--- src/design/bas_pkg.sv ---
// constants and types for the byte alu / bit skip / branch execution block
// assumes the core decodes opcodes and supplies operands, file data and pc
//
// Notes on behaviour
// - add accumulator and file, flags c dc z
// - destination bit 0 accumulator, 1 file
// - shift right, keep bit 7, bit 0 to carry
// - add accumulator, file and carry, route by destination
// - clear bit b of file, flags untouched
// - skip next when tested bit is zero
// - skip next when tested bit is one
// - pc becomes pc plus one plus signed offset
// - pc change or true test adds nop cycle
package bas_pkg;
  localparam int DATA_W = 8;
  localparam int ADDR_W = 7;
  localparam int BIT_W = 3;
  localparam int OFS_W = 9;
  localparam int PC_W = 15;
  localparam int NIB_W = 4;
  localparam int MSB_POS = 7;
  localparam logic DEST_ACC = 1'b0;
  localparam logic DEST_FILE = 1'b1;
  localparam logic [DATA_W-1:0] ACC_RST = 8'h00;
  localparam logic [DATA_W-1:0] DATA_ZERO = 8'h00;
  localparam logic FLAG_RST = 1'b0;
  localparam logic [PC_W-1:0] PC_RST = 15'h0000;
  localparam logic [PC_W-1:0] PC_STEP = 15'h0001;
  localparam logic [ADDR_W-1:0] ADDR_RST = 7'h00;

  typedef enum logic [2:0] {
    op_no_operation,
    op_add_acc_to_file,
    op_add_acc_file_with_carry,
    op_arith_shift_right_file,
    op_clear_file_bit,
    op_test_bit_skip_if_zero,
    op_test_bit_skip_if_one,
    op_relative_jump
  } bas_op_type;

  typedef enum {
    st_idle,
    st_nop_cycle
  } bas_state_type;
endpackage : bas_pkg

--- src/design/bas_exec.sv ---
// execution datapath for the add, shift, bit clear, bit skip and relative jump group
// assumes the core presents one decoded instruction per start pulse, with the
// addressed file register already read onto file_data_in in the same cycle
`timescale 1ns/1ps
`default_nettype none
module bas_exec
  import bas_pkg::*;
#(
  parameter int ADDR_BITS = ADDR_W,
  parameter int PC_BITS = PC_W
) (
  input wire logic core_clk_in,
  input wire logic reset_in,
  input wire logic clk_en_in,
  input wire logic start_in,
  input wire bas_op_type op_in,
  input wire logic [ADDR_BITS-1:0] file_addr_in,
  input wire logic dest_in,
  input wire logic [BIT_W-1:0] bit_sel_in,
  input wire logic [OFS_W-1:0] offset_in,
  input wire logic [PC_BITS-1:0] pc_in,
  input wire logic [DATA_W-1:0] file_data_in,
  output logic [DATA_W-1:0] acc_out,
  output logic carry_out,
  output logic digit_carry_flag_out,
  output logic zero_out,
  output logic file_we_out,
  output logic [ADDR_BITS-1:0] file_addr_out,
  output logic [DATA_W-1:0] file_wdata_out,
  output logic pc_load_out,
  output logic [PC_BITS-1:0] pc_target_out,
  output logic discard_next_out,
  output logic busy_out,
  output logic done_out
);

  ////////////////////////////////////////////////////////////////////////////
  // helpers

  // returns {carry out of bit 7, carry out of bit 3, sum}
  function automatic logic [DATA_W+1:0] add_bytes(input logic [DATA_W-1:0] a,
                                                  input logic [DATA_W-1:0] b,
                                                  input logic cin);
    logic [NIB_W:0] low;
    logic [DATA_W:0] full;
    low = {1'b0, a[NIB_W-1:0]} + {1'b0, b[NIB_W-1:0]} + {{NIB_W{1'b0}}, cin};
    full = {1'b0, a} + {1'b0, b} + {{DATA_W{1'b0}}, cin};
    return {full[DATA_W], low[NIB_W], full[DATA_W-1:0]};
  endfunction : add_bytes

  function automatic logic is_zero(input logic [DATA_W-1:0] v);
    return v == DATA_ZERO;
  endfunction : is_zero

  ////////////////////////////////////////////////////////////////////////////
  // state

  bas_state_type state_reg, state_next;
  logic [DATA_W-1:0] acc_reg, acc_next;
  logic carry_reg, carry_next;
  logic dc_reg, dc_next;
  logic zero_reg, zero_next;
  logic file_we_reg, file_we_next;
  logic [ADDR_BITS-1:0] file_addr_reg, file_addr_next;
  logic [DATA_W-1:0] file_wdata_reg, file_wdata_next;
  logic pc_load_reg, pc_load_next;
  logic [PC_BITS-1:0] pc_target_reg, pc_target_next;
  logic discard_reg, discard_next;
  logic busy_reg, busy_next;
  logic done_reg, done_next;

  ////////////////////////////////////////////////////////////////////////////
  // next-state computation

  logic [DATA_W+1:0] sum_plain;
  logic [DATA_W+1:0] sum_carry;
  logic [DATA_W-1:0] shifted;
  logic [DATA_W-1:0] cleared;
  logic tested_bit;
  logic [PC_BITS-1:0] jump_target;
  logic take;

  always_comb begin
    sum_plain = add_bytes(acc_reg, file_data_in, 1'b0);
    sum_carry = add_bytes(acc_reg, file_data_in, carry_reg);
    shifted = {file_data_in[MSB_POS], file_data_in[DATA_W-1:1]};
    cleared = file_data_in & ~(DATA_ZERO | (8'h01 << bit_sel_in));
    tested_bit = file_data_in[bit_sel_in];
    // offset is sign-extended before the add, so wrap is modulo pc width
    jump_target = pc_in + PC_STEP
                  + {{(PC_BITS-OFS_W){offset_in[OFS_W-1]}}, offset_in};
    take = start_in && (state_reg == st_idle);

    state_next = state_reg;
    acc_next = acc_reg;
    carry_next = carry_reg;
    dc_next = dc_reg;
    zero_next = zero_reg;
    file_we_next = 1'b0;
    file_addr_next = file_addr_reg;
    file_wdata_next = file_wdata_reg;
    pc_load_next = 1'b0;
    pc_target_next = pc_target_reg;
    discard_next = 1'b0;
    busy_next = 1'b0;
    done_next = 1'b0;

    case (state_reg)
      st_idle: begin
        if (take) begin
          done_next = 1'b1;
          file_addr_next = file_addr_in;
          case (op_in)
            op_add_acc_to_file: begin
              carry_next = sum_plain[DATA_W+1];
              dc_next = sum_plain[DATA_W];
              zero_next = is_zero(sum_plain[DATA_W-1:0]);
              if (dest_in == DEST_FILE) begin
                file_we_next = 1'b1;
                file_wdata_next = sum_plain[DATA_W-1:0];
              end else begin
                acc_next = sum_plain[DATA_W-1:0];
              end
            end
            op_add_acc_file_with_carry: begin
              carry_next = sum_carry[DATA_W+1];
              dc_next = sum_carry[DATA_W];
              zero_next = is_zero(sum_carry[DATA_W-1:0]);
              if (dest_in == DEST_FILE) begin
                file_we_next = 1'b1;
                file_wdata_next = sum_carry[DATA_W-1:0];
              end else begin
                acc_next = sum_carry[DATA_W-1:0];
              end
            end
            op_arith_shift_right_file: begin
              carry_next = file_data_in[0];
              zero_next = is_zero(shifted);
              if (dest_in == DEST_FILE) begin
                file_we_next = 1'b1;
                file_wdata_next = shifted;
              end else begin
                acc_next = shifted;
              end
            end
            op_clear_file_bit: begin
              file_we_next = 1'b1;
              file_wdata_next = cleared;
            end
            op_test_bit_skip_if_zero: begin
              if (!tested_bit) begin
                discard_next = 1'b1;
                busy_next = 1'b1;
                done_next = 1'b0;
                state_next = st_nop_cycle;
              end
            end
            op_test_bit_skip_if_one: begin
              if (tested_bit) begin
                discard_next = 1'b1;
                busy_next = 1'b1;
                done_next = 1'b0;
                state_next = st_nop_cycle;
              end
            end
            op_relative_jump: begin
              pc_load_next = 1'b1;
              pc_target_next = jump_target;
              busy_next = 1'b1;
              done_next = 1'b0;
              state_next = st_nop_cycle;
            end
            default: begin
              // no_operation: single cycle, only file_addr_out and done_out change
            end
          endcase
        end
      end
      st_nop_cycle: begin
        // second cycle executes as a no-operation; new starts are ignored
        done_next = 1'b1;
        state_next = st_idle;
      end
      default: begin
        state_next = st_idle;
      end
    endcase
  end

  ////////////////////////////////////////////////////////////////////////////
  // registers

  always_ff @(posedge core_clk_in) begin
    if (reset_in) begin
      state_reg <= st_idle;
      acc_reg <= ACC_RST;
      carry_reg <= FLAG_RST;
      dc_reg <= FLAG_RST;
      zero_reg <= FLAG_RST;
      file_we_reg <= 1'b0;
      file_addr_reg <= ADDR_RST;
      file_wdata_reg <= DATA_ZERO;
      pc_load_reg <= 1'b0;
      pc_target_reg <= PC_RST;
      discard_reg <= 1'b0;
      busy_reg <= 1'b0;
      done_reg <= 1'b0;
    end else if (clk_en_in) begin
      state_reg <= state_next;
      acc_reg <= acc_next;
      carry_reg <= carry_next;
      dc_reg <= dc_next;
      zero_reg <= zero_next;
      file_we_reg <= file_we_next;
      file_addr_reg <= file_addr_next;
      file_wdata_reg <= file_wdata_next;
      pc_load_reg <= pc_load_next;
      pc_target_reg <= pc_target_next;
      discard_reg <= discard_next;
      busy_reg <= busy_next;
      done_reg <= done_next;
    end
  end

  assign acc_out = acc_reg;
  assign carry_out = carry_reg;
  assign digit_carry_flag_out = dc_reg;
  assign zero_out = zero_reg;
  assign file_we_out = file_we_reg;
  assign file_addr_out = file_addr_reg;
  assign file_wdata_out = file_wdata_reg;
  assign pc_load_out = pc_load_reg;
  assign pc_target_out = pc_target_reg;
  assign discard_next_out = discard_reg;
  assign busy_out = busy_reg;
  assign done_out = done_reg;

endmodule : bas_exec
`default_nettype wire

--- config.mk ---
export PLATFORM = sky130hd
export DESIGN_NAME = bas_exec
export DESIGN_NICKNAME = d
export VERILOG_FILES = /design/src/design/bas_pkg.sv /design/src/design/bas_exec.sv
export SDC_FILE = /design/constraint.sdc
export NUM_CORES = 1
export LEC_CHECK = 0
export BUFFER_PORTS_ARGS = -buffer_cell sky130_fd_sc_hd__buf_2
export CORE_ASPECT_RATIO = 0.75
export CORE_MARGIN = 8
export CORE_UTILIZATION = 32
export DETAILED_ROUTE_END_ITERATION = 7
export GPL_TIMING_DRIVEN = 1
export PLACE_DENSITY = 0.54
export SLEW_MARGIN = 40
export SYNTH_ARGS = -nofsm -noshare
export SYNTH_HDL_FRONTEND = slang
export SYNTH_SLANG_ARGS = --single-unit
--- constraint.sdc ---
create_clock -name core_clk_in -period 2.9 [get_ports core_clk_in]
set_input_delay 0.29 -clock core_clk_in [delete_from_list [all_inputs] [get_ports core_clk_in]]
set_output_delay 0.29 -clock core_clk_in [all_outputs]
set_load 0.02 [all_outputs]
==> summary.md <==
| Metric | Value |
|---|---|
| Outcome | `completed` |
| Adder-Cell Fraction of Synth Area | `9.64%` |
| CP Data Arrival Time | `2.88 ns` |
| Count of buffering cells on the critical path with inverters included | `1` |
| DRC violation count after routing | `0` |
| Total clock buffers created by CTS | `5` |
| Simple-gate share of the synthesized area | `24.6%` |
| Core region area | `10,900 um^2` |
| Synth unique cells | `68` |
| Sort of element at the start of the critical path | `flop` |
| Buffers from clock root to sink, at most | `2` |
| Layout-stage area growth over the synthesis result | `25.3%` |
| Number of iterations in the first detailed-routing pass | `4` |
| Netlist area before placement | `3530 um^2` |
| Clock Latency Late Sink | `0.29 ns` |
| Worst slack at placement | `0.0897 ns` |
| Required @ worst endpoint | `3.10 ns` |
| Vias post-DR | `3,696` |
| Most frequent standard cell in the layout excluding fill and tap cells | `buf_2` |
| Global routing's busiest layer | `met1` |
| Post-synthesis mux area share | `2.98%` |
| Number of synthesized register bits | `47` |
| Part of the Yosys area used for sequential elements | `26.6%` |
| Count of buffers from port buffering | `95` |
| Net count, final | `640` |
| Cell row count | `33` |
| Synthesized-area fraction occupied by xor and xnor cells | `5.99%` |
| Commonest cells after routing, fill and taps aside | `95 x buf_2, 67 x nand2_1, 50 x a21oi_1, 47 x dfxtp_1, 46 x nor2_1` |
| Clock sinks | `47` |
| Cells after synthesis | `464` |
| Number of antenna violations at the first check in global routing | `0` |
| Power per Cell Area | `422 nW/um^2` |
| Instance area after placement | `4220 um^2` |
| Count of flip-flops with a built-in enable after synthesis | `0` |
| Area fraction in compound gates after synthesis | `25.8%` |
| Number of setup violations in the final report | `0` |
| TritonCTS clock tree | `yes` |
| Total track usage | `15.6%` |
| Worst min-delay path class | `in -> reg` |
| Max-slew headroom at the worst pin | `67.0%` |
| Transition time at the pin with the least slew margin | `0.481 ns` |
| Final-report max-slew violation count | `0` |
| Final Instance Count excl. Fillers | `705` |
| Count of max-cap constraint violations | `0` |
| Synth Net Count | `540` |
| Top_reg_cell synth | `dfxtp_1` |
| Largest net degree at the start of global routing | `43` |
| Met3 Use GR | `3.79%` |
| Placed Instances | `695` |
| Routing usage on met1 | `23.4%` |
| Starting density of the core | `32.5%` |
| Min setup slack post-route | `0.220 ns` |
| Hold violation count in the final report | `0` |
| Weighted congestion reported at the end of routability-driven placement | `0.908` |
| Maximum level of the CTS H-tree | `2` |
| Type of element capturing the critical path | `flop` |
| Skew final | `0.00665 ns` |
| Cell area after layout | `4430 um^2` |
| Highest Clock Rate | `373 MHz` |
| Main combinational cell family by area after synthesis | `compound AO/OA/AOI/OAI gates` |
| Number of antenna-violating nets in the routed design | `0` |
| Global routing usage on met2 | `21.4%` |
| Slowest-stage cell, CP | `fa_1` |
| Vias in the first global route | `3,502` |
| Total power | `1.87 mW` |
| Time the worst path needs with I/O delays and setup | `2.68 ns` |
| FFs w/ async S/R, synth | `0%` |
| Worst stage delay on the critical path | `0.42 ns` |
| Count of pins on the block boundary | `96` |
| Wirelength per Cell | `16.4 um` |
| Post-CTS clock slew at the launch and capture registers of the worst setup and hold paths | `0.07 ns` |
| CP top delay family | `adder cells` |
| Vias per std cell | `5.24` |
| Die boundary height | `107 um` |
| Detail Placement HPWL | `9200 um` |
| Die area | `14,700 um^2` |
| Fraction of layout cells with a size suffix above 1 | `24.4%` |
| Total congestion overflow | `0` |
| YS warnings | `0` |
| Total negative slack | `0 ns` |
| Cell breakdown of the critical path | `ha_1, inv_1, fa_1, nand2b_1, a21oi_4, xor2_4, nand3_2, nand3b_1, xnor2_1, o41ai_2` |
| Flip-flop count of the largest register after layout | `15` |
| Leakage power total | `1.94 nW` |
| Crit-path max FO | `4` |
| Final Cycle Share | `92.4%` |
| First-pass GRT wire length | `18,500 um` |
| Critical path start-end classification | `reg -> reg` |
| Maximum ir drop on the vdd rail | `0.000207 V` |
| Unrepaired setup endpoints after global routing | `no` |
| Chip Width | `137 um` |
| Buffer cell driving the clock tree root | `clkbuf_16` |
| Total Wirelength | `11,600 um` |
| Post-synthesis area per instance | `7.61 um^2` |
| ANT cells | `0` |
| DRC violation total after the first TritonRoute iteration | `337` |
cell families after synthesis:
| group | count (synthesis) |
|---|---|
| compound gates | 138 |
| xor+xnor | 22 |
| fa+ha+maj | 26 |
| buf+inv | 40 |
| flops | 47 |
| mux | 8 |
| simple gates | 183 |
Yosys cell counts (2+ instances only):
cell type / number / share of area, %
ha_1: 24 / 8.5
xnor2_1: 17 / 4.2
xor2_1: 4 / 0.99
dfxtp_1: 47 / 27
nand3b_1: 3 / 0.64
mux4_2: 2 / 1.3
a311oi_1: 3 / 0.74
o211ai_1: 4 / 0.85
or2_2: 2 / 0.35
nor2_1: 46 / 4.9
o31ai_1: 3 / 0.64
a21o_1: 8 / 1.7
nand2_1: 67 / 7.1
nand4_1: 4 / 0.71
or3_1: 8 / 1.4
inv_1: 20 / 2.1
nor4_1: 5 / 0.89
nand3_1: 12 / 1.7
a211oi_1: 8 / 1.7
o22ai_1: 4 / 0.71
a21oi_1: 50 / 7.1
a32oi_1: 2 / 0.50
a32o_1: 2 / 0.57
nor3_1: 12 / 1.7
o41ai_1: 2 / 0.50
o21bai_1: 2 / 0.43
clkbuf_1: 16 / 1.7
a31oi_1: 5 / 0.89
and2_1: 4 / 0.71
mux2i_1: 6 / 1.7
nand2b_1: 7 / 1.2
o311ai_0: 3 / 0.74
o21ai_0: 21 / 3.0
nor2b_1: 6 / 1.1
fa_1: 2 / 1.1
report_power, final:
part           internal [mW]  switching (mW)  leakage [nW]
Sequential             0.666          0.0132         0.381
Clock                  0.429           0.257        0.0868
Combinational          0.202           0.299          1.47
Total                   1.30           0.570          1.94
per-layer routing:
layer | routed length (um) | vias up
met5 | 0 | -
met4 | 147 | 0
met3 | 1010 | 10
met2 | 4630 | 130
met1 | 5780 | 1677
li1 | - | 1879
per-stage QoR:
stage	util (%)	hold WS, ns
after global routing	40.8	0.242
final	40.8	0.236
after CTS	40.5	0.226
after floorplan	-	0.386
after detailed placement	38.9	0.444
after global placement	38.9	0.440
repair_timing:
| item | in CTS | in global routing |
|---|---|---|
| buffers inserted | 0 | 2 |
| resized for setup | 0 | 4 |
| hold buffers | 0 | 0 |
| setup endpoints to repair | 0 | 4 |
tightest hold or removal path: stages:
cell	delay, ns
buf_2	0.09
nand2_1	0.04
a21oi_1	0.05
cell type report:
class                      count  area [um^2]
multi-input combinational    377         2450
inverter                      21         78.8
fill                        1132         6430
timing repair buffer         112          603
clock buffer                   6          139
clock inverter                 2         35.0
tap                          140          175
sequential                    47          941
path summary, 6_finish.rpt:
path                                                    start                              to  slack [ns]  cells past startpoint
worst max-delay path                  acc_out[0]$_SDFFE_PP0P_  file_wdata_out[7]$_SDFFE_PP0P_        0.22                     10
worst min-delay path                          file_addr_in[2]   file_addr_out[2]$_SDFFE_PP0P_        0.24                      3
worst max register to register        acc_out[0]$_SDFFE_PP0P_  file_wdata_out[7]$_SDFFE_PP0P_        0.22                     10
worst min register to register  pc_target_out[3]$_SDFFE_PP0P_   pc_target_out[3]$_SDFFE_PP0P_        0.45                      2
Power figures use the tool's default switching activity.
